$ cat src/key_wake_pkg.sv
// constants, register map and bus carrier types for the key wake-up block
package key_wake_pkg;

  // avalon slave geometry
  localparam int ADDR_W = 12;
  localparam int DATA_W = 32;

  // register indices; byte address is four times the index
  localparam logic [ADDR_W-1:0] IDX_KEY_WAKE_ENABLE = 12'h031;
  localparam logic [ADDR_W-1:0] IDX_SYS_CTRL        = 12'h032;
  localparam logic [ADDR_W-1:0] IDX_HALT_STATUS     = 12'h033;
  localparam logic [ADDR_W-1:0] ADDR_KEY_WAKE_ENABLE = IDX_KEY_WAKE_ENABLE << 2;
  localparam logic [ADDR_W-1:0] ADDR_SYS_CTRL        = IDX_SYS_CTRL << 2;
  localparam logic [ADDR_W-1:0] ADDR_HALT_STATUS     = IDX_HALT_STATUS << 2;

  // key wake enable fields: bits 7..4 enable key inputs 3..0
  localparam int KEY_COUNT     = 4;
  localparam int KEY_EN_LSB    = 4;
  localparam logic [7:0] KEY_WAKE_ENABLE_RST = 8'h00;

  // system control fields
  localparam int SYS_HALT_BIT = 0;
  localparam int SYS_RELEASE_METHOD_SELECT_BIT = 1;
  localparam logic SYS_RELEASE_METHOD_SELECT_RST = 1'b0;

  // halt status fields
  localparam int STAT_HALTED_BIT = 0;
  localparam int STAT_GUARD_BIT  = 1;
  localparam int STAT_WAKE_BIT   = 2;
  localparam int STAT_RELEASE_METHOD_SELECT_BIT   = 3;

  // release is ignored for this many instruction cycles after halt entry
  localparam int GUARD_INSTR       = 3;
  localparam int INSTR_CYCLE_CLKS  = 4;
  localparam int GUARD_CLKS        = GUARD_INSTR * INSTR_CYCLE_CLKS;

  typedef struct packed {
    logic [ADDR_W-1:0] address;
    logic              read;
    logic              write;
    logic [DATA_W-1:0] writedata;
  } av_req_t;

  typedef enum logic [1:0] {
    ST_RUN   = 2'b00,
    ST_GUARD = 2'b01,
    ST_HALT  = 2'b10,
    ST_WAKE  = 2'b11
  } halt_state_t;

endpackage

$ cat src/key_wake_stop.sv
// halt entry and release logic with key wake inputs and avalon register slave
`timescale 1ns/100ps
`default_nettype none

module key_wake_stop
  import key_wake_pkg::*;
(
  // clock and reset
  input  wire logic              i_ref_clk,
  input  wire logic              i_rst,
  // avalon-mm slave
  input  wire av_req_t           i_av,
  output logic                   o_waitrequest,
  output logic [DATA_W-1:0]      o_readdata,
  // pins
  input  wire logic              i_port2_bit0_pin,
  input  wire logic [KEY_COUNT-1:0] i_port3_key_pins,
  // operating-mode controller
  input  wire logic              i_warmup_done,
  output logic                   o_halt,
  output logic                   o_release
);

  logic [7:0]        key_en_q;
  logic [7:0]        key_en_d;
  logic              release_method_select_q;
  logic              release_method_select_d;
  logic              wait_q;
  logic              wait_d;
  logic [DATA_W-1:0] rdata_q;
  logic [DATA_W-1:0] rdata_d;
  halt_state_t       state_q;
  halt_state_t       state_d;
  localparam int GW = $clog2(GUARD_CLKS + 1);
  logic [GW-1:0]     guard_q;
  logic [GW-1:0]     guard_d;
  logic              pin_prev_q;
  logic              halt_q;
  logic              halt_d;
  logic              rel_out_q;
  logic              rel_out_d;
  logic              key_hit;
  logic              release_now;
  logic              accept;
  logic              halt_cmd;

  function automatic logic hit_addr(input logic [ADDR_W-1:0] a, input logic [ADDR_W-1:0] r);
    hit_addr = (a == r);
  endfunction

  key_edge_detect #(
    .N (KEY_COUNT)
  ) u_keys (
    .i_ref_clk (i_ref_clk),
    .i_rst     (i_rst),
    .i_key     (i_port3_key_pins),
    .i_enable  (key_en_q[KEY_EN_LSB +: KEY_COUNT]),
    .o_hit     (key_hit)
  );

  // bus: one wait cycle, answer on the second edge of a request
  always_comb begin
    accept   = (i_av.read | i_av.write) & wait_q;
    wait_d   = ~accept;
    key_en_d = key_en_q;
    release_method_select_d   = release_method_select_q;
    halt_cmd = 1'b0;
    rdata_d  = '0;
    if (accept && i_av.write) begin
      if (hit_addr(i_av.address, ADDR_KEY_WAKE_ENABLE)) begin
        key_en_d = i_av.writedata[7:0];
      end
      if (hit_addr(i_av.address, ADDR_SYS_CTRL)) begin
        release_method_select_d   = i_av.writedata[SYS_RELEASE_METHOD_SELECT_BIT];
        halt_cmd = i_av.writedata[SYS_HALT_BIT];
      end
    end
    // the enable register is write-only and reads as zero
    if (accept && i_av.read) begin
      if (hit_addr(i_av.address, ADDR_SYS_CTRL)) begin
        rdata_d[SYS_RELEASE_METHOD_SELECT_BIT] = release_method_select_q;
      end
      if (hit_addr(i_av.address, ADDR_HALT_STATUS)) begin
        rdata_d[STAT_HALTED_BIT] = halt_q;
        rdata_d[STAT_GUARD_BIT]  = (state_q == ST_GUARD);
        rdata_d[STAT_WAKE_BIT]   = (state_q == ST_WAKE);
        rdata_d[STAT_RELEASE_METHOD_SELECT_BIT]   = release_method_select_q;
      end
    end
  end

  always_ff @(posedge i_ref_clk) begin
    if (i_rst) begin
      wait_q   <= 1'b1;
      rdata_q  <= '0;
      key_en_q <= KEY_WAKE_ENABLE_RST;
      release_method_select_q   <= SYS_RELEASE_METHOD_SELECT_RST;
    end else begin
      wait_q   <= wait_d;
      rdata_q  <= rdata_d;
      key_en_q <= key_en_d;
      release_method_select_q   <= release_method_select_d;
    end
  end

  assign o_waitrequest = wait_q;
  assign o_readdata    = rdata_q;

  // release condition; the pin is the shared port 2 bit 0 input
  always_comb begin
    if (release_method_select_q) begin
      release_now = i_port2_bit0_pin | key_hit;
    end else begin
      // edge mode: keys cannot release, only a rising pin edge
      release_now = i_port2_bit0_pin & ~pin_prev_q;
    end
  end

  // halt sequencing; warm-up timing is left to the mode controller
  always_comb begin
    state_d   = state_q;
    guard_d   = guard_q;
    halt_d    = halt_q;
    rel_out_d = 1'b0;
    case (state_q)
      ST_RUN: begin
        if (halt_cmd) begin
          state_d = ST_GUARD;
          guard_d = GW'(GUARD_CLKS - 1);
          halt_d  = 1'b1;
        end
      end
      ST_GUARD: begin
        // early release requests are dropped, not remembered
        if (guard_q == '0) begin
          state_d = ST_HALT;
        end else begin
          guard_d = guard_q - GW'(1);
        end
      end
      ST_HALT: begin
        if (release_now) begin
          state_d   = ST_WAKE;
          rel_out_d = 1'b1;
        end
      end
      ST_WAKE: begin
        rel_out_d = 1'b1;
        if (i_warmup_done) begin
          state_d   = ST_RUN;
          halt_d    = 1'b0;
          rel_out_d = 1'b0;
        end
      end
      default: begin
        state_d = ST_RUN;
        halt_d  = 1'b0;
      end
    endcase
  end

  always_ff @(posedge i_ref_clk) begin
    if (i_rst) begin
      state_q    <= ST_RUN;
      guard_q    <= '0;
      halt_q     <= 1'b0;
      rel_out_q  <= 1'b0;
      pin_prev_q <= 1'b0;
    end else begin
      state_q    <= state_d;
      guard_q    <= guard_d;
      halt_q     <= halt_d;
      rel_out_q  <= rel_out_d;
      pin_prev_q <= i_port2_bit0_pin;
    end
  end

  assign o_halt    = halt_q;
  assign o_release = rel_out_q;

  // checks
  chk_guard_ignore: assert property (@(posedge i_ref_clk) disable iff (i_rst)
    (state_q == ST_RUN && halt_cmd) |=> (!o_release) [*8] ##1 (!o_release) [*4])
    else $error("release seen inside the guard window");

  chk_guard_length: assert property (@(posedge i_ref_clk) disable iff (i_rst)
    (state_q == ST_RUN && halt_cmd) |=> (state_q == ST_GUARD) [*8] ##1 (state_q == ST_GUARD) [*4]
    ##1 (state_q == ST_HALT))
    else $error("guard window length wrong");

  chk_halt_entry: assert property (@(posedge i_ref_clk) disable iff (i_rst)
    (state_q == ST_RUN && halt_cmd) |=> o_halt)
    else $error("halt command did not enter halt");

  chk_level_pin: assert property (@(posedge i_ref_clk) disable iff (i_rst)
    (state_q == ST_HALT && release_method_select_q && i_port2_bit0_pin) |=> o_release)
    else $error("high pin in level mode did not release");

  chk_edge_pin: assert property (@(posedge i_ref_clk) disable iff (i_rst)
    (state_q == ST_HALT && !release_method_select_q && $rose(i_port2_bit0_pin)) |=> o_release)
    else $error("rising pin in edge mode did not release");

  chk_edge_keys: assert property (@(posedge i_ref_clk) disable iff (i_rst)
    (state_q == ST_HALT && !release_method_select_q && !i_port2_bit0_pin) |=> !o_release)
    else $error("release in edge mode without a pin edge");

  chk_key_release: assert property (@(posedge i_ref_clk) disable iff (i_rst)
    (state_q == ST_HALT && release_method_select_q && $past(state_q) == ST_HALT && u_keys.primed_q
     && |(key_en_q[KEY_EN_LSB +: KEY_COUNT] & (i_port3_key_pins ^ $past(i_port3_key_pins))))
    |=> o_release)
    else $error("enabled key edge did not release");

  chk_disabled_key: assert property (@(posedge i_ref_clk) disable iff (i_rst)
    (state_q == ST_HALT && key_en_q[KEY_EN_LSB +: KEY_COUNT] == '0 && !i_port2_bit0_pin)
    |=> !o_release)
    else $error("release without any enabled source");

  chk_release_hold: assert property (@(posedge i_ref_clk) disable iff (i_rst)
    (o_release && !i_warmup_done) |=> (o_release && o_halt))
    else $error("release dropped before warm-up done");

  chk_bus_answer: assert property (@(posedge i_ref_clk) disable iff (i_rst)
    (wait_q && (i_av.read || i_av.write)) |=> !o_waitrequest ##1 o_waitrequest)
    else $error("bus answer not one cycle after request");

  chk_wo_read: assert property (@(posedge i_ref_clk) disable iff (i_rst)
    (accept && i_av.read && hit_addr(i_av.address, ADDR_KEY_WAKE_ENABLE)) |=> o_readdata == '0)
    else $error("write-only register read back nonzero");

endmodule
`default_nettype wire

$ cat src/key_edge_detect.sv
// per-key edge detection gated by the enable bits
`timescale 1ns/100ps
`default_nettype none
module key_edge_detect #(
  parameter int N = 4
) (
  // clock and reset
  input  wire logic         i_ref_clk,
  input  wire logic         i_rst,
  // keys and enables
  input  wire logic [N-1:0] i_key,
  input  wire logic [N-1:0] i_enable,
  // any enabled key changed level
  output logic              o_hit
);

  logic [N-1:0] prev_q;
  logic [N-1:0] prev_d;
  logic         primed_q;
  logic         primed_d;
  logic [N-1:0] hit;

  // the first sample after reset only primes history, so a key held high is no edge
  genvar g;
  generate
    for (g = 0; g < N; g++) begin : g_key
      assign hit[g] = primed_q & i_enable[g] & (i_key[g] ^ prev_q[g]);
    end
  endgenerate

  always_comb begin
    prev_d   = i_key;
    primed_d = 1'b1;
    o_hit    = |hit;
  end

  always_ff @(posedge i_ref_clk) begin
    if (i_rst) begin
      prev_q   <= '0;
      primed_q <= 1'b0;
    end else begin
      prev_q   <= prev_d;
      primed_q <= primed_d;
    end
  end

endmodule
`default_nettype wire

$ cat config.mk
export PLATFORM = sky130hd
export DESIGN_NAME = key_wake_stop
export DESIGN_NICKNAME = d
export VERILOG_FILES = /design/src/key_wake_pkg.sv /design/src/key_wake_stop.sv /design/src/key_edge_detect.sv
export SDC_FILE = /design/constraint.sdc
export NUM_CORES = 1
export LEC_CHECK = 0
export ABC_AREA = 1
export BUFFER_PORTS_ARGS = -buffer_cell sky130_fd_sc_hd__buf_2
export CAP_MARGIN = 5
export CORE_ASPECT_RATIO = 1.5
export CORE_UTILIZATION = 40
export CTS_CLUSTER_DIAMETER = 150
export CTS_CLUSTER_SIZE = 20
export DETAILED_ROUTE_END_ITERATION = 10
export MAX_ROUTING_LAYER = met4
export PLACE_DENSITY = 0.72
export SLEW_MARGIN = 20
export SYNTH_ARGS = -nofsm -noshare
export SYNTH_HDL_FRONTEND = slang
export SYNTH_SLANG_ARGS = --single-unit
$ cat constraint.sdc
create_clock -name i_ref_clk -period 1.8 [get_ports i_ref_clk]
set_input_delay 0.36 -clock i_ref_clk [delete_from_list [all_inputs] [get_ports i_ref_clk]]
set_output_delay 0.36 -clock i_ref_clk [all_outputs]
set_load 0.02 [all_outputs]
# After elaboration in Yosys (flattened, before gate mapping)
# Index checks and enable logic that the tools add are counted.
[totals]
latch_bits = 0
inputBits = 54
register_bits = 56
ram_bits = 0
memories = 0
mem_bits_ro = 0
out_inout_bits = 35
[op_classes]
n_eq_ne = 11
order_cmp = 0
mux = 20
addsub = 1
shift = 0
n_mul = 0
reduce_logical = 14
n_div = 0
bitwise_logic = 20
[ops]
columns = ["operator", "n"]
rows = [
  ["$eq A12 B8 Y1 const B", 3],
  ["$mux W4", 3],
  ["$and A1 B1 Y1", 10],
  ["$mux W1", 9],
  ["$mux W2", 4],
  ["$ne A2 B2 Y1 const B", 4],
  ["$pmux W2 S4", 1],
  ["$pmux W4 S2", 1],
  ["$reduce_and A3 Y1", 2],
  ["$eq A2 B2 Y1 const B", 2],
  ["$logic_not A4 Y1", 1],
  ["$not A1 Y1", 4],
  ["$pmux W1 S2", 2],
  ["$reduce_and A2 Y1", 2],
  ["$reduce_and A4 Y1", 1],
  ["$reduce_bool A2 Y1", 2],
  ["$reduce_or A4 Y1", 1],
  ["$sub A4 B1 Y4 const B", 1],
  ["$xor A1 B1 Y1", 4],
  ["$reduce_or A3 Y1", 1],
  ["$eq A2 B1 Y1 const B", 1],
  ["$logic_and A1 B1 Y1", 2],
  ["$logic_not A2 Y1", 1],
  ["$ne A2 B1 Y1 const B", 1],
  ["2 further kinds", 3],
]

# Longest topological paths before layout
[depth]
ltp_word = 7
mapped_depth = 11
depth_no_buf = 11

# By module
# From an unflattened synthesis, not the netlist that was laid out.
[unflattened]
hier_cells = 206
area_unflattened_um2 = 1441.4
[by_module_without_submodules]
columns = ["module", "seq_area_each_um2", "area_per_inst_um2", "instances", "cells_each"]
rows = [
  ["key_wake_stop", 380.4, 1189.9, 1, 164],
  ["key_edge_detect", 100.1, 251.5, 1, 42],
]

# Least setup slack after synthesis
# No wires, ideal clock.
[synth_timing]
kind = "register to register"
startpoint = "register state_q[0]"
endpoint = "register guard_q[2]"
synth_period_minus_slack_ns = 1.375
arrival_time_ns = 1.242
setup_slack_ns = 0.425
stages_incl_launch_ff = 8
setup_ns = 0.132
n_path_buf = 0
cell_sequence = "dfxtp_1 -> inv_1 -> ha_1 -> inv_1 -> o21ai_1 -> nand2_1 -> nand2_1 -> a21oi_1"
[synth_via]
elab_chain_len = 3
[synth_lines]
columns = ["item", "line_no", "rtl"]
rows = [
  ["from (decl)", "key_wake_stop.sv:32", "halt_state_t state_q;"],
  ["from (signal assigned)", "key_wake_stop.sv:170", "state_q <= state_d;"],
  ["$eq A2 B1 Y1 / $logic_not A2 Y1 (equally long branches)", "key_wake_stop.sv:125", "case (state_q)"],
  ["$ne A2 B2 Y1 (no line) / $reduce_bool A2 Y1 (equally long branches)", "-", ""],
  ["$reduce_and A3 Y1 (no line)", "-", ""],
  ["to (signal assigned)", "key_wake_stop.sv:171", "guard_q <= guard_d;"],
  ["to (decl)", "key_wake_stop.sv:35", "logic [GW-1:0] guard_q;"],
]
# Parallel ways exist; a longest one is shown, timed or not.
# A chain may end at the register's enable or synchronous reset.

# Final worst setup path
# Same ends and word-level chain as after synthesis.

==> impl_metrics.json <==
{
  "grt_pass1_vias": 1043,
  "vias": 1151,
  "synth_cell_types": 25,
  "r2r_start": "state_q[0]",
  "synth_top_family_by_area": "simple AND/OR/NAND/NOR gates",
  "syn_area_mm2": 0.001434,
  "grt_max_degree": 14,
  "track_usage": 0.1315,
  "area_growth_pct": 11.78,
  "vdd_drop_max_mv": 0.6215,
  "start_util": 0.4198,
  "cts_hold_buf": 0,
  "vias_per_cell": 4.170,
  "n_antenna_cell": 0,
  "synth_compound_area_frac": 0.08726,
  "rsz0062_at_grt": "no",
  "worstSetupEndpointType": "flop",
  "routed_wl_mm": 2.193,
  "first_pass_iters": 4,
  "clock_path_buffers": 2,
  "crit_fanout": 5,
  "synth_fa_ha_area_frac": 0.05236,
  "p_leak_nw": 0.8217,
  "clock_latency_ns": 0.26,
  "clkTransAtPathRegs_ns": 0.08,
  "nNetsFinal": 295,
  "synth_mux_area_frac": 0,
  "cts_resized": 0,
  "die_h_um": 75.33,
  "yosys.area_share.simple": 0.2888,
  "layout_min_cycle_time_ns": 1.562,
  "cts_buffers": 3,
  "worstSetupStartpointType": "flop",
  "drt-initial-drc-count": 20,
  "ys_seq_elements": 24,
  "ys_warn_count": 0,
  "finClkSkew_ns": 0.004690,
  "synth_seq_area_share": 0.3351,
  "synthCells": 198,
  "path_class": "reg2reg",
  "htreeDepth": 1,
  "cts_sinks": 24,
  "holdWs_ns": 0.3163,
  "die_x_um": 50.89,
  "min-delay-start": "i_port2_bit0_pin",
  "dieArea_mm2": 0.003833,
  "min_period_over_period": 0.8679,
  "root_buffer": "clkbuf_8",
  "avgSynthCellArea_um2": 7.242,
  "antenna_left": 0,
  "numPortBuffers": 34,
  "critPathArrivalTime_ns": 1.72,
  "status": "complete, no violations",
  "drcViolationCount": 0,
  "holdCritPathClass": "in2reg",
  "power_density_mw_per_mm2": 1139,
  "place_hpwl_mm": 1.795,
  "wl_per_cell_um": 7.946,
  "finalSetupViolCount": 0,
  "crit_required_ns": 1.96,
  "final_layout_size_suffix_gt1_frac": 0.2051,
  "finalMaxSlewViolations": 0,
  "cts_tree": "built",
  "synthXorXnorAreaFrac": 0.006108,
  "setup.worst_path.start": "state_q[0]",
  "overflow": 0,
  "ioPinCount": 89,
  "rows": 26,
  "grt_pass1_wl_mm": 3.726,
  "antenna_found_initial": 0,
  "ff2ff_path_depth": 7,
  "min_path_cells": 3,
  "utilization": 0.4692,
  "clock.fmax_mhz": 640.1,
  "fin_setup_tns_ns": 0,
  "gp_congestion": 0.7873,
  "post_cts_buffers": 0,
  "finalPower_w": 0.001825,
  "final_hold_viol_count": 0,
  "coreArea_mm2": 0.003416,
  "maxCapViolations": 0
}
## per-stage QoR
| step | instance area, µm² | worst slack, ns | std cells |
|---|---|---|---|
| global placement | 1548 | 0.2359 | 272 |
| CTS | 1603 | 0.2304 | 276 |
| finish | 1603 | 0.2377 | 276 |
| global route | 1603 | 0.1037 | 276 |
| floorplan | 1535 | 0.4254 | 225 |
| detailed placement | 1548 | 0.2473 | 272 |
## registers in the layout, summed over array words and instances, names as in the netlist, 2 cells and up
| name | flops |
|---|---|
| u_keys.prev_q | 4 |
| o_readdata | 4 |
| key_en_q | 4 |
| state_q | 2 |
| guard_q | 4 |
## cell usage after synthesis
cell / instances / area [µm²]
inv_1: 29 / 108.9
nand4_4: 1 / 21.27
nand3b_1: 2 / 15.01
nand2_1: 36 / 135.1
nor2_8: 1 / 20.02
nor3_1: 1 / 5.000
nand3_1: 15 / 75.07
ha_1: 6 / 75.07
nor3_4: 1 / 16.27
o211ai_1: 1 / 7.510
clkbuf_1: 2 / 7.510
nand2_4: 1 / 11.26
nand4_1: 1 / 6.260
a21oi_2: 2 / 17.52
a21oi_1: 13 / 65.06
o21ai_0: 5 / 25.02
nor2_4: 1 / 11.26
or2_4: 1 / 8.760
dfxtp_1: 24 / 480.5
xor2_1: 1 / 8.760
o21ai_1: 2 / 10.01
conb_1: 1 / 3.750
or2_2: 1 / 6.260
nor2_1: 22 / 82.58
buf_4: 28 / 210.2
## where the power goes
part / internal [W] / switching (W) / leakage (nW) / total, W
Clock: 0.000195 / 0.000160 / 0.0288 / 0.000355
Combinational: 0.000298 / 0.000500 / 0.596 / 0.000798
Sequential: 0.000614 / 0.0000583 / 0.197 / 0.000672
## layout by cell type (no fill, tap or decap)
cell type  synthesis  routed
nand2_1           36      36
buf_2              0      34
inv_1             29      29
conb_1             1      28
dfxtp_1           24      24
nor2_1            22      22
nand3_1           15      15
a21oi_1           13      13
ha_1               6       6
o21ai_0            5       5
clkbuf_8           0       4
nand3b_1           2       2
o21ai_1            2       2
a21oi_2            2       2
or2_4              1       1
nor2_4             1       1
nor3_1             1       1
nor3_4             1       1
nor2_8             1       1
nand4_4            1       1
nand2_4            1       1
xor2_1             1       1
nand4_1            1       1
or2_2              1       1
o211ai_1           1       1
buf_4             28       1
## worst paths after layout
kind | endpoint | slack [ns]
setup / recovery | guard_q[2] | 0.24
hold / removal | pin_prev_q | 0.32
setup reg to reg | guard_q[2] | 0.24
hold reg to reg | key_en_q[5] | 0.45
## cells by family (layout without fill, tap and decap cells)
| logic type | count (synthesis) | count (layout) |
|---|---|---|
| simple gates | 84 | 84 |
| buf+inv | 59 | 68 |
| flops | 24 | 24 |
| compound gates | 23 | 23 |
| fa+ha+maj | 6 | 6 |
| other cells | 1 | 28 |
| xor+xnor | 1 | 1 |
## routing by layer
| layer | vias up | track usage | share of wire |
|---|---|---|---|
| met5 | - | - | 0 |
| met4 | 0 | 0.06481 | 0.015 |
| met3 | 4 | 0.02595 | 0.054 |
| met2 | 44 | 0.2563 | 0.51 |
| met1 | 471 | 0.1193 | 0.42 |
| li1 | 632 | - | - |
## cell type report
class	instances	area [µm²]
clock buffers	4	55.05
fillers	375	1813
inverters	29	108.9
multi-input cells	142	728.2
flip-flops and latches	24	480.5
well taps	42	52.55
repair buffers	35	177.7
## worst max-delay path, cell delays in order, from the launching register on
cell     delay (ns)
dfxtp_1        0.34
inv_1          0.13
ha_1           0.30
inv_1          0.06
o21ai_1        0.30
nand2_1        0.18
nand2_1        0.09
a21oi_1        0.06
No activity file was read; power rests on OpenSTA's default activity.
